### src/core/aux_adc_pkg.sv
/*
  shared constants and types for the auxiliary converter sequencer.
  assumes a 50 MHz hclk and a 32-bit ahb-lite register bus.
*/
package aux_adc_pkg;

  // clock
  localparam int unsigned CLK_PERIOD_NS = 20;
  localparam int unsigned CLK_HZ_DEF = 1000000000 / CLK_PERIOD_NS;

  // register indexes; byte address is four times the index
  localparam logic [14:0] IDX_RESULT = 15'h402D;
  localparam logic [14:0] IDX_CONTROL = 15'h402E;
  localparam logic [14:0] IDX_SOURCE = 15'h402F;
  localparam logic [14:0] IDX_INT_STAT = 15'h4040;
  localparam logic [14:0] IDX_INT_MASK = 15'h4041;

  // control field positions
  localparam int unsigned CTL_ON_BIT = 15;
  localparam int unsigned CTL_GO_BIT = 14;
  localparam int unsigned CTL_KEEP_BIT = 12;
  localparam int unsigned RATE_LSB = 0;
  localparam int unsigned RATE_W = 6;

  // rate codes
  localparam logic [5:0] RATE_MANUAL = 6'h00;
  localparam logic [5:0] RATE_RESERVED = 6'h20;
  localparam int unsigned RATE_SLOW_MUL = 2;
  localparam int unsigned RATE_FAST_MUL = 16;

  // sources, result layout
  localparam int unsigned NUM_SRC = 11;
  localparam int unsigned SRC_CODE_W = 4;
  localparam int unsigned DATA_W = 12;

  // interrupt bits
  localparam int unsigned INT_W = 2;
  localparam int unsigned INT_DONE_BIT = 0;
  localparam int unsigned INT_OVR_BIT = 1;

  // reset values
  localparam logic [10:0] SRC_RST = 11'h000;
  localparam logic [5:0] RATE_RST = 6'h00;
  localparam logic [1:0] INT_RST = 2'h0;

  // ahb
  localparam logic [2:0] HSIZE_WORD = 3'h2;

  // control fields
  typedef struct packed {
    logic converter_on;
    logic convert_go;
    logic sleep_keep_on;
    logic [RATE_W-1:0] rate;
  } ctrl_t;

  // request to the analogue core
  typedef struct packed {
    logic start;
    logic [SRC_CODE_W-1:0] source;
  } conv_req_t;

  // answer from the analogue core
  typedef struct packed {
    logic done;
    logic [DATA_W-1:0] data;
  } conv_res_t;

  // result register
  typedef struct packed {
    logic [SRC_CODE_W-1:0] source;
    logic [DATA_W-1:0] value;
  } result_t;

  typedef enum logic [2:0] {
    S_IDLE = 3'b001,
    S_WAIT = 3'b010,
    S_CONV = 3'b100
  } seq_state_t;

endpackage

### src/core/rate_pacer.sv
/*
  rate pacer: pulses tick at the pace chosen by the rate code.
  assumes run comes from logic on hclk; no divider, uses a phase
  accumulator that adds samples per second each cycle.
*/
`timescale 1ns/10ps
module rate_pacer #(
  parameter int unsigned CLK_HZ = aux_adc_pkg::CLK_HZ_DEF,
  parameter int unsigned ACC_W = 27
) (
  input wire logic hclk,
  input wire logic hresetn,
  input wire logic ce,
  input wire logic run,
  input wire logic [aux_adc_pkg::RATE_W-1:0] code,
  output logic tick
);
  import aux_adc_pkg::*;

  logic [ACC_W-1:0] acc_q, acc_d; // phase accumulator
  logic tick_q, tick_d; // one-cycle trigger
  logic [ACC_W-1:0] step; // samples per second
  logic [ACC_W-1:0] sum;

  ////////////////////////////////////////////////////////////////////
  // decode the rate code into samples per second
  always_comb begin
    step = '0;
    if (code == RATE_MANUAL || code == RATE_RESERVED) begin
      step = '0;
    end else if (code < RATE_RESERVED) begin
      step = ACC_W'(code) * ACC_W'(RATE_SLOW_MUL);
    end else begin
      step = ACC_W'(code - RATE_RESERVED) * ACC_W'(RATE_FAST_MUL);
    end
    sum = acc_q + step;
    acc_d = acc_q;
    tick_d = 1'b0;
    if (!run || step == '0) begin
      acc_d = '0; // restart phase when paused
    end else if (sum >= ACC_W'(CLK_HZ)) begin
      acc_d = sum - ACC_W'(CLK_HZ);
      tick_d = 1'b1;
    end else begin
      acc_d = sum;
    end
  end

  // register
  always_ff @(posedge hclk or negedge hresetn) begin
    if (!hresetn) begin
      acc_q <= '0;
      tick_q <= 1'b0;
    end else if (ce) begin
      acc_q <= acc_d;
      tick_q <= tick_d;
    end
  end

  assign tick = tick_q;

  // a tick only follows a valid nonzero rate code
  property p_tick_code;
    @(posedge hclk) disable iff (!hresetn)
      tick_q |-> $past(run) && $past(code) != RATE_MANUAL
        && $past(code) != RATE_RESERVED;
  endproperty
  a_tick_code: assert property (p_tick_code)
    else $error("pacer ticked with a manual or reserved code");

endmodule

### src/core/aux_adc_conversion_sequencer.sv
/*
  auxiliary converter sequencer: ahb-lite register slave, paced and
  manual triggers, round-robin source pick, touch interleave, result
  register and interrupt.
  assumes pwr_off, pwr_sleep, tp_busy and conv_res come from logic on
  hclk; the analogue core answers each start with one done pulse.
*/
`timescale 1ns/10ps
module aux_adc_conversion_sequencer #(
  parameter int unsigned CLK_HZ = aux_adc_pkg::CLK_HZ_DEF
) (
  input wire logic hclk,
  input wire logic hresetn,
  input wire logic ce,
  input wire logic hsel,
  input wire logic [31:0] haddr,
  input wire logic [1:0] htrans,
  input wire logic hwrite,
  input wire logic [2:0] hsize,
  input wire logic [31:0] hwdata,
  input wire logic hready,
  output logic hreadyout,
  output logic hresp,
  output logic [31:0] hrdata,
  input wire logic pwr_off,
  input wire logic pwr_sleep,
  input wire logic tp_busy,
  input wire aux_adc_pkg::conv_res_t conv_res,
  output aux_adc_pkg::conv_req_t conv_req,
  output logic irq
);
  import aux_adc_pkg::*;

  ////////////////////////////////////////////////////////////////////
  // declarations
  ctrl_t ctrl_q, ctrl_d; // control register
  logic [NUM_SRC-1:0] src_q, src_d; // source enables
  result_t res_q, res_d; // last result
  logic [INT_W-1:0] stat_q, stat_d; // sticky events
  logic [INT_W-1:0] mask_q, mask_d; // interrupt enables
  logic irq_q, irq_d;
  seq_state_t state_q, state_d;
  logic [SRC_CODE_W-1:0] last_q, last_d; // index last measured
  conv_req_t req_q, req_d;
  logic wr_q, wr_d; // data phase is a write
  logic [14:0] idx_q, idx_d; // data phase register index
  logic [31:0] rdata_q, rdata_d;
  logic active; // converter may run now
  logic any_src; // at least one source enabled
  logic auto_mode; // paced operation
  logic tick; // paced trigger
  logic addr_ok; // address phase accepted
  logic [INT_W-1:0] ev; // events this cycle
  logic [SRC_CODE_W-1:0] next_idx;
  logic go_clr; // sequencer drops a manual go

  ////////////////////////////////////////////////////////////////////
  // find the next enabled source after the last one measured
  function automatic logic [SRC_CODE_W-1:0] pick_next(
    input logic [NUM_SRC-1:0] sel,
    input logic [SRC_CODE_W-1:0] last
  );
    logic [SRC_CODE_W-1:0] j;
    logic found;
    pick_next = last;
    found = 1'b0;
    j = last;
    for (int i = 0; i < NUM_SRC; i++) begin
      j = (j == SRC_CODE_W'(NUM_SRC - 1)) ? '0 : j + 1'b1;
      if (!found && sel[j]) begin
        pick_next = j;
        found = 1'b1;
      end
    end
  endfunction

  ////////////////////////////////////////////////////////////////////
  // run conditions
  always_comb begin
    active = ctrl_q.converter_on && !pwr_off
      && !(pwr_sleep && !ctrl_q.sleep_keep_on);
    any_src = |src_q;
    auto_mode = ctrl_q.rate != RATE_MANUAL;
    next_idx = pick_next(src_q, last_q);
  end

  // pacer for automatic mode
  rate_pacer #(
    .CLK_HZ(CLK_HZ)
  ) u_pacer (
    .hclk(hclk),
    .hresetn(hresetn),
    .ce(ce),
    .run(active && any_src && auto_mode && ctrl_q.convert_go),
    .code(ctrl_q.rate),
    .tick(tick)
  );

  ////////////////////////////////////////////////////////////////////
  // sequencer next state
  always_comb begin
    state_d = state_q;
    last_d = last_q;
    req_d = '0;
    res_d = res_q;
    ev = '0;
    go_clr = 1'b0;
    case (state_q)
      S_IDLE: begin
        if (active && any_src) begin
          if (auto_mode ? tick : ctrl_q.convert_go) begin
            state_d = S_WAIT;
          end
        end else if (!auto_mode && ctrl_q.convert_go) begin
          go_clr = 1'b1;
        end
      end
      S_WAIT: begin
        if (!active || !any_src) begin
          state_d = S_IDLE;
          if (!auto_mode) begin
            go_clr = 1'b1;
          end
        end else if (!tp_busy) begin
          // one source per trigger
          req_d.start = 1'b1;
          req_d.source = next_idx + 1'b1;
          last_d = next_idx;
          state_d = S_CONV;
        end
      end
      S_CONV: begin
        if (conv_res.done) begin
          res_d.source = req_q.source;
          res_d.value = conv_res.data;
          ev[INT_DONE_BIT] = 1'b1;
          state_d = S_IDLE;
          if (!auto_mode) begin
            go_clr = 1'b1;
          end
        end else begin
          req_d.source = req_q.source;
        end
      end
      default: begin
        state_d = S_IDLE;
      end
    endcase
    // a paced trigger that finds us busy is lost
    if (tick && state_q != S_IDLE) begin
      ev[INT_OVR_BIT] = 1'b1;
    end
  end

  ////////////////////////////////////////////////////////////////////
  // ahb-lite slave next values
  always_comb begin
    addr_ok = hsel && hready && htrans[1] && hsize == HSIZE_WORD;
    wr_d = addr_ok && hwrite;
    idx_d = haddr[16:2];
    src_d = src_q;
    mask_d = mask_q;
    stat_d = stat_q;
    ctrl_d = ctrl_q;
    // a finished or refused manual go drops before any write
    ctrl_d.convert_go = ctrl_q.convert_go && !go_clr;
    // set wins over a write-one clear
    if (wr_q && idx_q == IDX_INT_STAT) begin
      stat_d = stat_q & ~hwdata[INT_W-1:0];
    end
    stat_d = stat_d | ev;
    if (wr_q && idx_q == IDX_INT_MASK) begin
      mask_d = hwdata[INT_W-1:0];
    end
    if (wr_q && idx_q == IDX_SOURCE) begin
      src_d = hwdata[NUM_SRC-1:0];
    end
    if (wr_q && idx_q == IDX_CONTROL) begin
      ctrl_d.converter_on = hwdata[CTL_ON_BIT];
      ctrl_d.sleep_keep_on = hwdata[CTL_KEEP_BIT];
      ctrl_d.rate = hwdata[RATE_LSB +: RATE_W];
      // a go written while a manual conversion runs leaves the go bit unchanged
      if (!(state_q != S_IDLE && !auto_mode && hwdata[CTL_GO_BIT])) begin
        ctrl_d.convert_go = hwdata[CTL_GO_BIT];
      end
    end
    if (pwr_off) begin
      ctrl_d.converter_on = 1'b0;
    end
    irq_d = |(stat_d & mask_d);
    // read data is prepared in the address phase
    rdata_d = '0;
    if (addr_ok && !hwrite) begin
      case (haddr[16:2])
        IDX_RESULT: rdata_d[15:0] = res_q;
        IDX_CONTROL: begin
          rdata_d[CTL_ON_BIT] = ctrl_q.converter_on;
          rdata_d[CTL_GO_BIT] = ctrl_q.convert_go;
          rdata_d[CTL_KEEP_BIT] = ctrl_q.sleep_keep_on;
          rdata_d[RATE_LSB +: RATE_W] = ctrl_q.rate;
        end
        IDX_SOURCE: rdata_d[NUM_SRC-1:0] = src_q;
        IDX_INT_STAT: rdata_d[INT_W-1:0] = stat_q;
        IDX_INT_MASK: rdata_d[INT_W-1:0] = mask_q;
        default: rdata_d = '0;
      endcase
    end
  end

  ////////////////////////////////////////////////////////////////////
  // registers
  always_ff @(posedge hclk or negedge hresetn) begin
    if (!hresetn) begin
      ctrl_q <= '{1'b0, 1'b0, 1'b0, RATE_RST};
      src_q <= SRC_RST;
      res_q <= '0;
      stat_q <= INT_RST;
      mask_q <= INT_RST;
      irq_q <= 1'b0;
      state_q <= S_IDLE;
      last_q <= SRC_CODE_W'(NUM_SRC - 1);
      req_q <= '0;
      wr_q <= 1'b0;
      idx_q <= '0;
      rdata_q <= '0;
    end else if (ce) begin
      ctrl_q <= ctrl_d;
      src_q <= src_d;
      res_q <= res_d;
      stat_q <= stat_d;
      mask_q <= mask_d;
      irq_q <= irq_d;
      state_q <= state_d;
      last_q <= last_d;
      req_q <= req_d;
      wr_q <= wr_d;
      idx_q <= idx_d;
      rdata_q <= rdata_d;
    end
  end

  // zero wait states, always okay
  always_ff @(posedge hclk or negedge hresetn) begin
    if (!hresetn) begin
      hreadyout <= 1'b0;
      hresp <= 1'b0;
    end else begin
      hreadyout <= 1'b1;
      hresp <= 1'b0;
    end
  end

  assign hrdata = rdata_q;
  assign conv_req = req_q;
  assign irq = irq_q;

  ////////////////////////////////////////////////////////////////////
  // checks
  property p_off_clears;
    @(posedge hclk) disable iff (!hresetn)
      pwr_off && ce |=> !ctrl_q.converter_on;
  endproperty
  a_off_clears: assert property (p_off_clears)
    else $error("enable survived the off state");

  property p_sleep_quiet;
    @(posedge hclk) disable iff (!hresetn)
      pwr_sleep && !ctrl_q.sleep_keep_on && ce |=> !req_q.start;
  endproperty
  a_sleep_quiet: assert property (p_sleep_quiet)
    else $error("conversion started in sleep without retention");

  property p_auto_trigger;
    @(posedge hclk) disable iff (!hresetn)
      ce && tick && state_q == S_IDLE && active && any_src && auto_mode
        |=> state_q == S_WAIT;
  endproperty
  a_auto_trigger: assert property (p_auto_trigger)
    else $error("paced trigger not taken");

  property p_manual_clear;
    @(posedge hclk) disable iff (!hresetn)
      ce && state_q == S_CONV && conv_res.done && !auto_mode
        && !(wr_q && idx_q == IDX_CONTROL) |=> !ctrl_q.convert_go;
  endproperty
  a_manual_clear: assert property (p_manual_clear)
    else $error("go bit not cleared after manual conversion");

  property p_touch_hold;
    @(posedge hclk) disable iff (!hresetn)
      state_q == S_WAIT && tp_busy |=> !req_q.start;
  endproperty
  a_touch_hold: assert property (p_touch_hold)
    else $error("conversion started during a touch set");

  property p_single_start;
    @(posedge hclk) disable iff (!hresetn)
      req_q.start |=> !req_q.start && state_q != S_WAIT;
  endproperty
  a_single_start: assert property (p_single_start)
    else $error("start pulse longer than one cycle");

  property p_start_enabled;
    @(posedge hclk) disable iff (!hresetn)
      req_q.start |-> $past(src_q[next_idx]) && $past(active);
  endproperty
  a_start_enabled: assert property (p_start_enabled)
    else $error("start on disabled converter or source");

  property p_code_range;
    @(posedge hclk) disable iff (!hresetn)
      req_q.start |-> req_q.source >= 4'h1 && req_q.source <= 4'hB;
  endproperty
  a_code_range: assert property (p_code_range)
    else $error("source code out of range");

  property p_result_store;
    @(posedge hclk) disable iff (!hresetn)
      ce && state_q == S_CONV && conv_res.done
        |=> res_q.value == $past(conv_res.data)
        && res_q.source == $past(req_q.source);
  endproperty
  a_result_store: assert property (p_result_store)
    else $error("result register not updated");

  c_manual: cover property (@(posedge hclk)
    req_q.start && !auto_mode ##[1:50] state_q == S_IDLE);
  c_auto: cover property (@(posedge hclk) tick ##1 state_q == S_WAIT);
  c_touch: cover property (@(posedge hclk)
    state_q == S_WAIT && tp_busy ##1 req_q.start);
  c_irq: cover property (@(posedge hclk) $rose(irq_q));

endmodule

### config.mk
export PLATFORM = sky130hd
export DESIGN_NAME = aux_adc_conversion_sequencer
export DESIGN_NICKNAME = d
export VERILOG_FILES = /design/src/core/aux_adc_pkg.sv /design/src/core/rate_pacer.sv /design/src/core/aux_adc_conversion_sequencer.sv
export SDC_FILE = /design/constraint.sdc
export NUM_CORES = 1
export LEC_CHECK = 0
export BUFFER_PORTS_ARGS = -buffer_cell sky130_fd_sc_hd__clkbuf_2
export CORE_MARGIN = 2
export CORE_UTILIZATION = 65
export CTS_BUF_LIST = sky130_fd_sc_hd__clkbuf_16
export DETAILED_ROUTE_END_ITERATION = 10
export PLACE_DENSITY = 0.88
export SETUP_SLACK_MARGIN = 0.4
export SYNTH_ARGS = -nofsm -noshare
export SYNTH_HDL_FRONTEND = slang
export SYNTH_SLANG_ARGS = --single-unit
export TNS_END_PERCENT = 10
### constraint.sdc
create_clock -name hclk -period 22.1 [get_ports hclk]
set_input_delay 3.315 -clock hclk [delete_from_list [all_inputs] [get_ports hclk]]
set_output_delay 3.315 -clock hclk [all_outputs]
set_load 0.01 [all_outputs]
==> qor.tcl <==
set qor(slowest_stage_delay_cp_ns) 0.91
set qor(power.sequential.fraction) 0.427
set qor(async_reset_ff_frac) 1.000
set qor(drtAntennaViolNets) 0
set qor(combinationalPowerShare) 0.047
set qor(cts_sinks) 113
set qor(timing.critical_path.slowest_stage_cell) {dfstp_2}
set qor(synth_largest_type_area_fraction) 0.2672
set qor(via_count) 10570
set qor(cts_made_buffers) 17
set qor(final.period_utilization) 0.4748
set qor(final.setup.tns_ns) 0
set qor(initial_standard_cell_utilization_of_the_core) 0.6558
set qor(drt_wl_total_um) 31860
set qor(vias_per_cell) 7.192
set qor(area_growth_pct) 8.986
set qor(cp_max_fo) 34
set qor(post-synth-top-area-cell) {dfrtp_1}
set qor(unrepaired_setup_endpoints_after_global_routing) {false}
set qor(p_leak_nw) 4.675
set qor(die_h_um) 129.9
set qor(cp_data_required_time_ns) 22.41
set qor(clock_pin_slew_on_the_worst_setup_and_hold_paths_ns) 0.06
set qor(min_path_cells) 1
set qor(cts_resized) 0
set qor(min-delay-start) {res_q[11]}
set qor(detail_route.iter0.violations) 1431
set qor(postCtsSetupRepairBufs) 0
set qor(seq_area_um2) 2831
set qor(first_global_vias) 9859
set qor(grt_usage) 0.3712
set qor(ctsLongestPathBuffers) 2
set qor(netSwitchingPower_w) 0.0001348
set qor(syn-instance-count) 1205
set qor(final.fill_count) 1131
set qor(setup.worst_path.end_class) {flip-flop}
set qor(final.min_clock_period_ns) 10.49
set qor(worst_pin_slew_ns) 1.082
set qor(worst_skew_pair.late_latency_ns) 0.42
set qor(synth_ff_type) {dfrtp_1}
set qor(max_slew_margin) 0.2778
set qor(yosys.cell_types.count) 123
set qor(timing_worst_setup_path_type) {flip-flop to flip-flop}
set qor(power_density_over_the_cells_nw_per_um2) 44.92
set qor(io_pins) 131
set qor(max_ir_drop_vdd_mv) 0.08210
set qor(synth.top_cells.by_area) {dfrtp_1 (27%), mux2_2 (7.4%), nand2_1 (3.4%)}
set qor(design.die.area_um2) 16880
set qor(fp.dieW_um) 129.9
set qor(classification_of_the_worst_slack_hold_path) {flip-flop to flip-flop}
set qor(setup.reg_to_reg.worst_slack_ns) 11.61
set qor(p_sw_frac) 0.2672
set qor(synth_warn) 0
set qor(post-route-drc-count) 0
set qor(clock_tree_from_tritoncts) {yes}
set qor(arrival_ns) 10.81
set qor(setup_violations) 0
set qor(highest_count_cells_in_the_layout_ignoring_fill_and_taps) {dfrtp_1 (110), nand2_1 (93), clkbuf_2 (76)}
set qor(worst_r2r_startpoint) {last_q[1]}
set qor(grt_start_max_net_pins) 82
set qor(floorplan.rows) 46
set qor(avgRoutedWirePerCell_um) 21.69
set qor(reg2regPathDepth) 30
set qor(critical_path.reg2reg.endpoint) {conv_req[1]}
set qor(timing.final.hold_violations) 0
set qor(min_to) {hrdata[11]}
set qor(dp_hpwl_um) 21330
set qor(max_cap_violations) 0
set qor(internal-power_w) 0.0003697
set qor(cts.htree.levels) 4
set qor(worst_setup_path_start_kind) {flip-flop}
set qor(cts_hold_buf) 0
set qor(worst_hold_slack_ns) 0.4886
set qor(maxClockFrequency_ghz) 0.09531
set qor(core_region_area_um2) 15710
set qor(run_status) {finished, final reports clean}
set qor(io_buffers) 77
set qor(finalMaxSlewViolations) 0
set qor(gp_congestion) 0.9880
set qor(synth-seq-cells) 113
set qor(drt-pass1-iter-count) 6
set qor(post_synth.cell_area_avg_um2) 8.551
set qor(number_of_antenna_violations_at_the_first_check_in_global_routing) 0
set qor(layout-drive-gt1-share) 0.2093
set qor(seq_area_frac_synth) 0.2748
set qor(final_common_cell) {dfrtp_1}
set qor(synth_edf_count) 0
set qor(total_congestion_overflow_after_global_routing) 0
set qor(clock-skew-final_ns) 0.007380
set qor(root_buffer) {clkbuf_16}
set qor(power.clock.fraction) 0.526
set qor(multiInputGateArea_um2) 6913
set qor(syn-cell-area_um2) 10300
set qor(net_count_final) 1347
set qor(global_route_wire_length_before_repair_um) 50050
registers in the layout, indices dropped and copies added, names as in the netlist, 3 cells and up:
register,flops
conv_req,5
u_pacer.acc_q,26
idx_q,15
hrdata,16
src_q,11
last_q,4
res_q,16
state_q,3
ctrl_q,9
per-layer routing:
metal,part of all wire,track usage
met1,0.38,0.4841
met5,0,0
met3,0.10,0.05904
met2,0.46,0.5916
met4,0.060,0.2087
critical path, delay by kind of cell, from the launching register on:
kind	cells	cell delay (ns)
compound gates	13	4.16
xor+xnor	1	0.15
fa+ha+maj	5	1.94
buf+inv	6	0.83
flops	1	0.91
simple gates	5	2.37
worst max path at each step:
stage | start | endpoint | slack (ns) | depth (start not counted)
CTS | last_q[1] | conv_req[1] | 11.98 | 30
global placement | last_q[1] | conv_req[1] | 12.11 | 30
detailed placement | last_q[1] | conv_req[2] | 12.04 | 30
finish | last_q[1] | conv_req[1] | 11.61 | 30
floorplan | last_q[1] | conv_req[1] | 14.04 | 35
global route | last_q[1] | conv_req[2] | 11.23 | 30
layout make-up:
class / count / share of cell area
tap: 216 / 0.02407
clock inverter: 15 / 0.01248
multi-input combinational: 972 / 0.6156
sequential: 113 / 0.2521
timing repair buffer: 88 / 0.04189
clock buffer: 17 / 0.03788
inverter: 47 / 0.01571
antenna: 1 / 0.0002228
power by group through the flow:
stage          Combinational [W]  Sequential, W  Clock (W)
3_5_place_dp           0.0000230       0.000219          0
2_1_floorplan          0.0000129       0.000218          0
5_1_grt                0.0000262       0.000216   0.000274
6_report               0.0000236       0.000216   0.000265
3_3_place_gp           0.0000222       0.000219          0
4_1_cts                0.0000234       0.000215   0.000264
Yosys cell counts (all sizes together), types with 17 or more instances:
cell / count
nand2: 94
nor2b: 17
o21ai: 78
a22oi: 18
nand2b: 21
mux2: 68
a21oi: 61
xnor2: 22
nand3: 53
buf: 41
mux2i: 26
clkbuf: 48
inv: 46
nor2: 71
a31oi: 17
a211oi: 18
o31ai: 19
nor3: 41
dfrtp: 110
cells by family after synthesis:
family                     after synthesis  share of synthesized area
AOI/OAI and AO/OA                      386                     0.2809
muxes                                   96                     0.1043
DFF                                    113                     0.2748
xor gates and xnor gates                33                    0.03060
other                                    2                  0.0007289
buffers and inverters                  136                    0.06120
and+or+nand+nor                        422                     0.2261
adders and majority gates               17                    0.02137
through the flow:
| stage | util | instance area (µm²) | worst slack (ns) | instances | total power [W] |
|---|---|---|---|---|---|
| finish | 0.7147 | 11230 | 11.61 | 1469 | 0.0005045 |
| floorplan | - | 10360 | 14.04 | 1221 | 0.0002308 |
| global placement | 0.6785 | 10660 | 12.11 | 1436 | 0.0002408 |
| global route | 0.7145 | 11230 | 11.23 | 1468 | 0.0005163 |
| CTS | 0.7145 | 11230 | 11.98 | 1468 | 0.0005028 |
| detailed placement | 0.6785 | 10660 | 12.04 | 1436 | 0.0002421 |
Note: power is estimated with default switching activity, not from simulation.
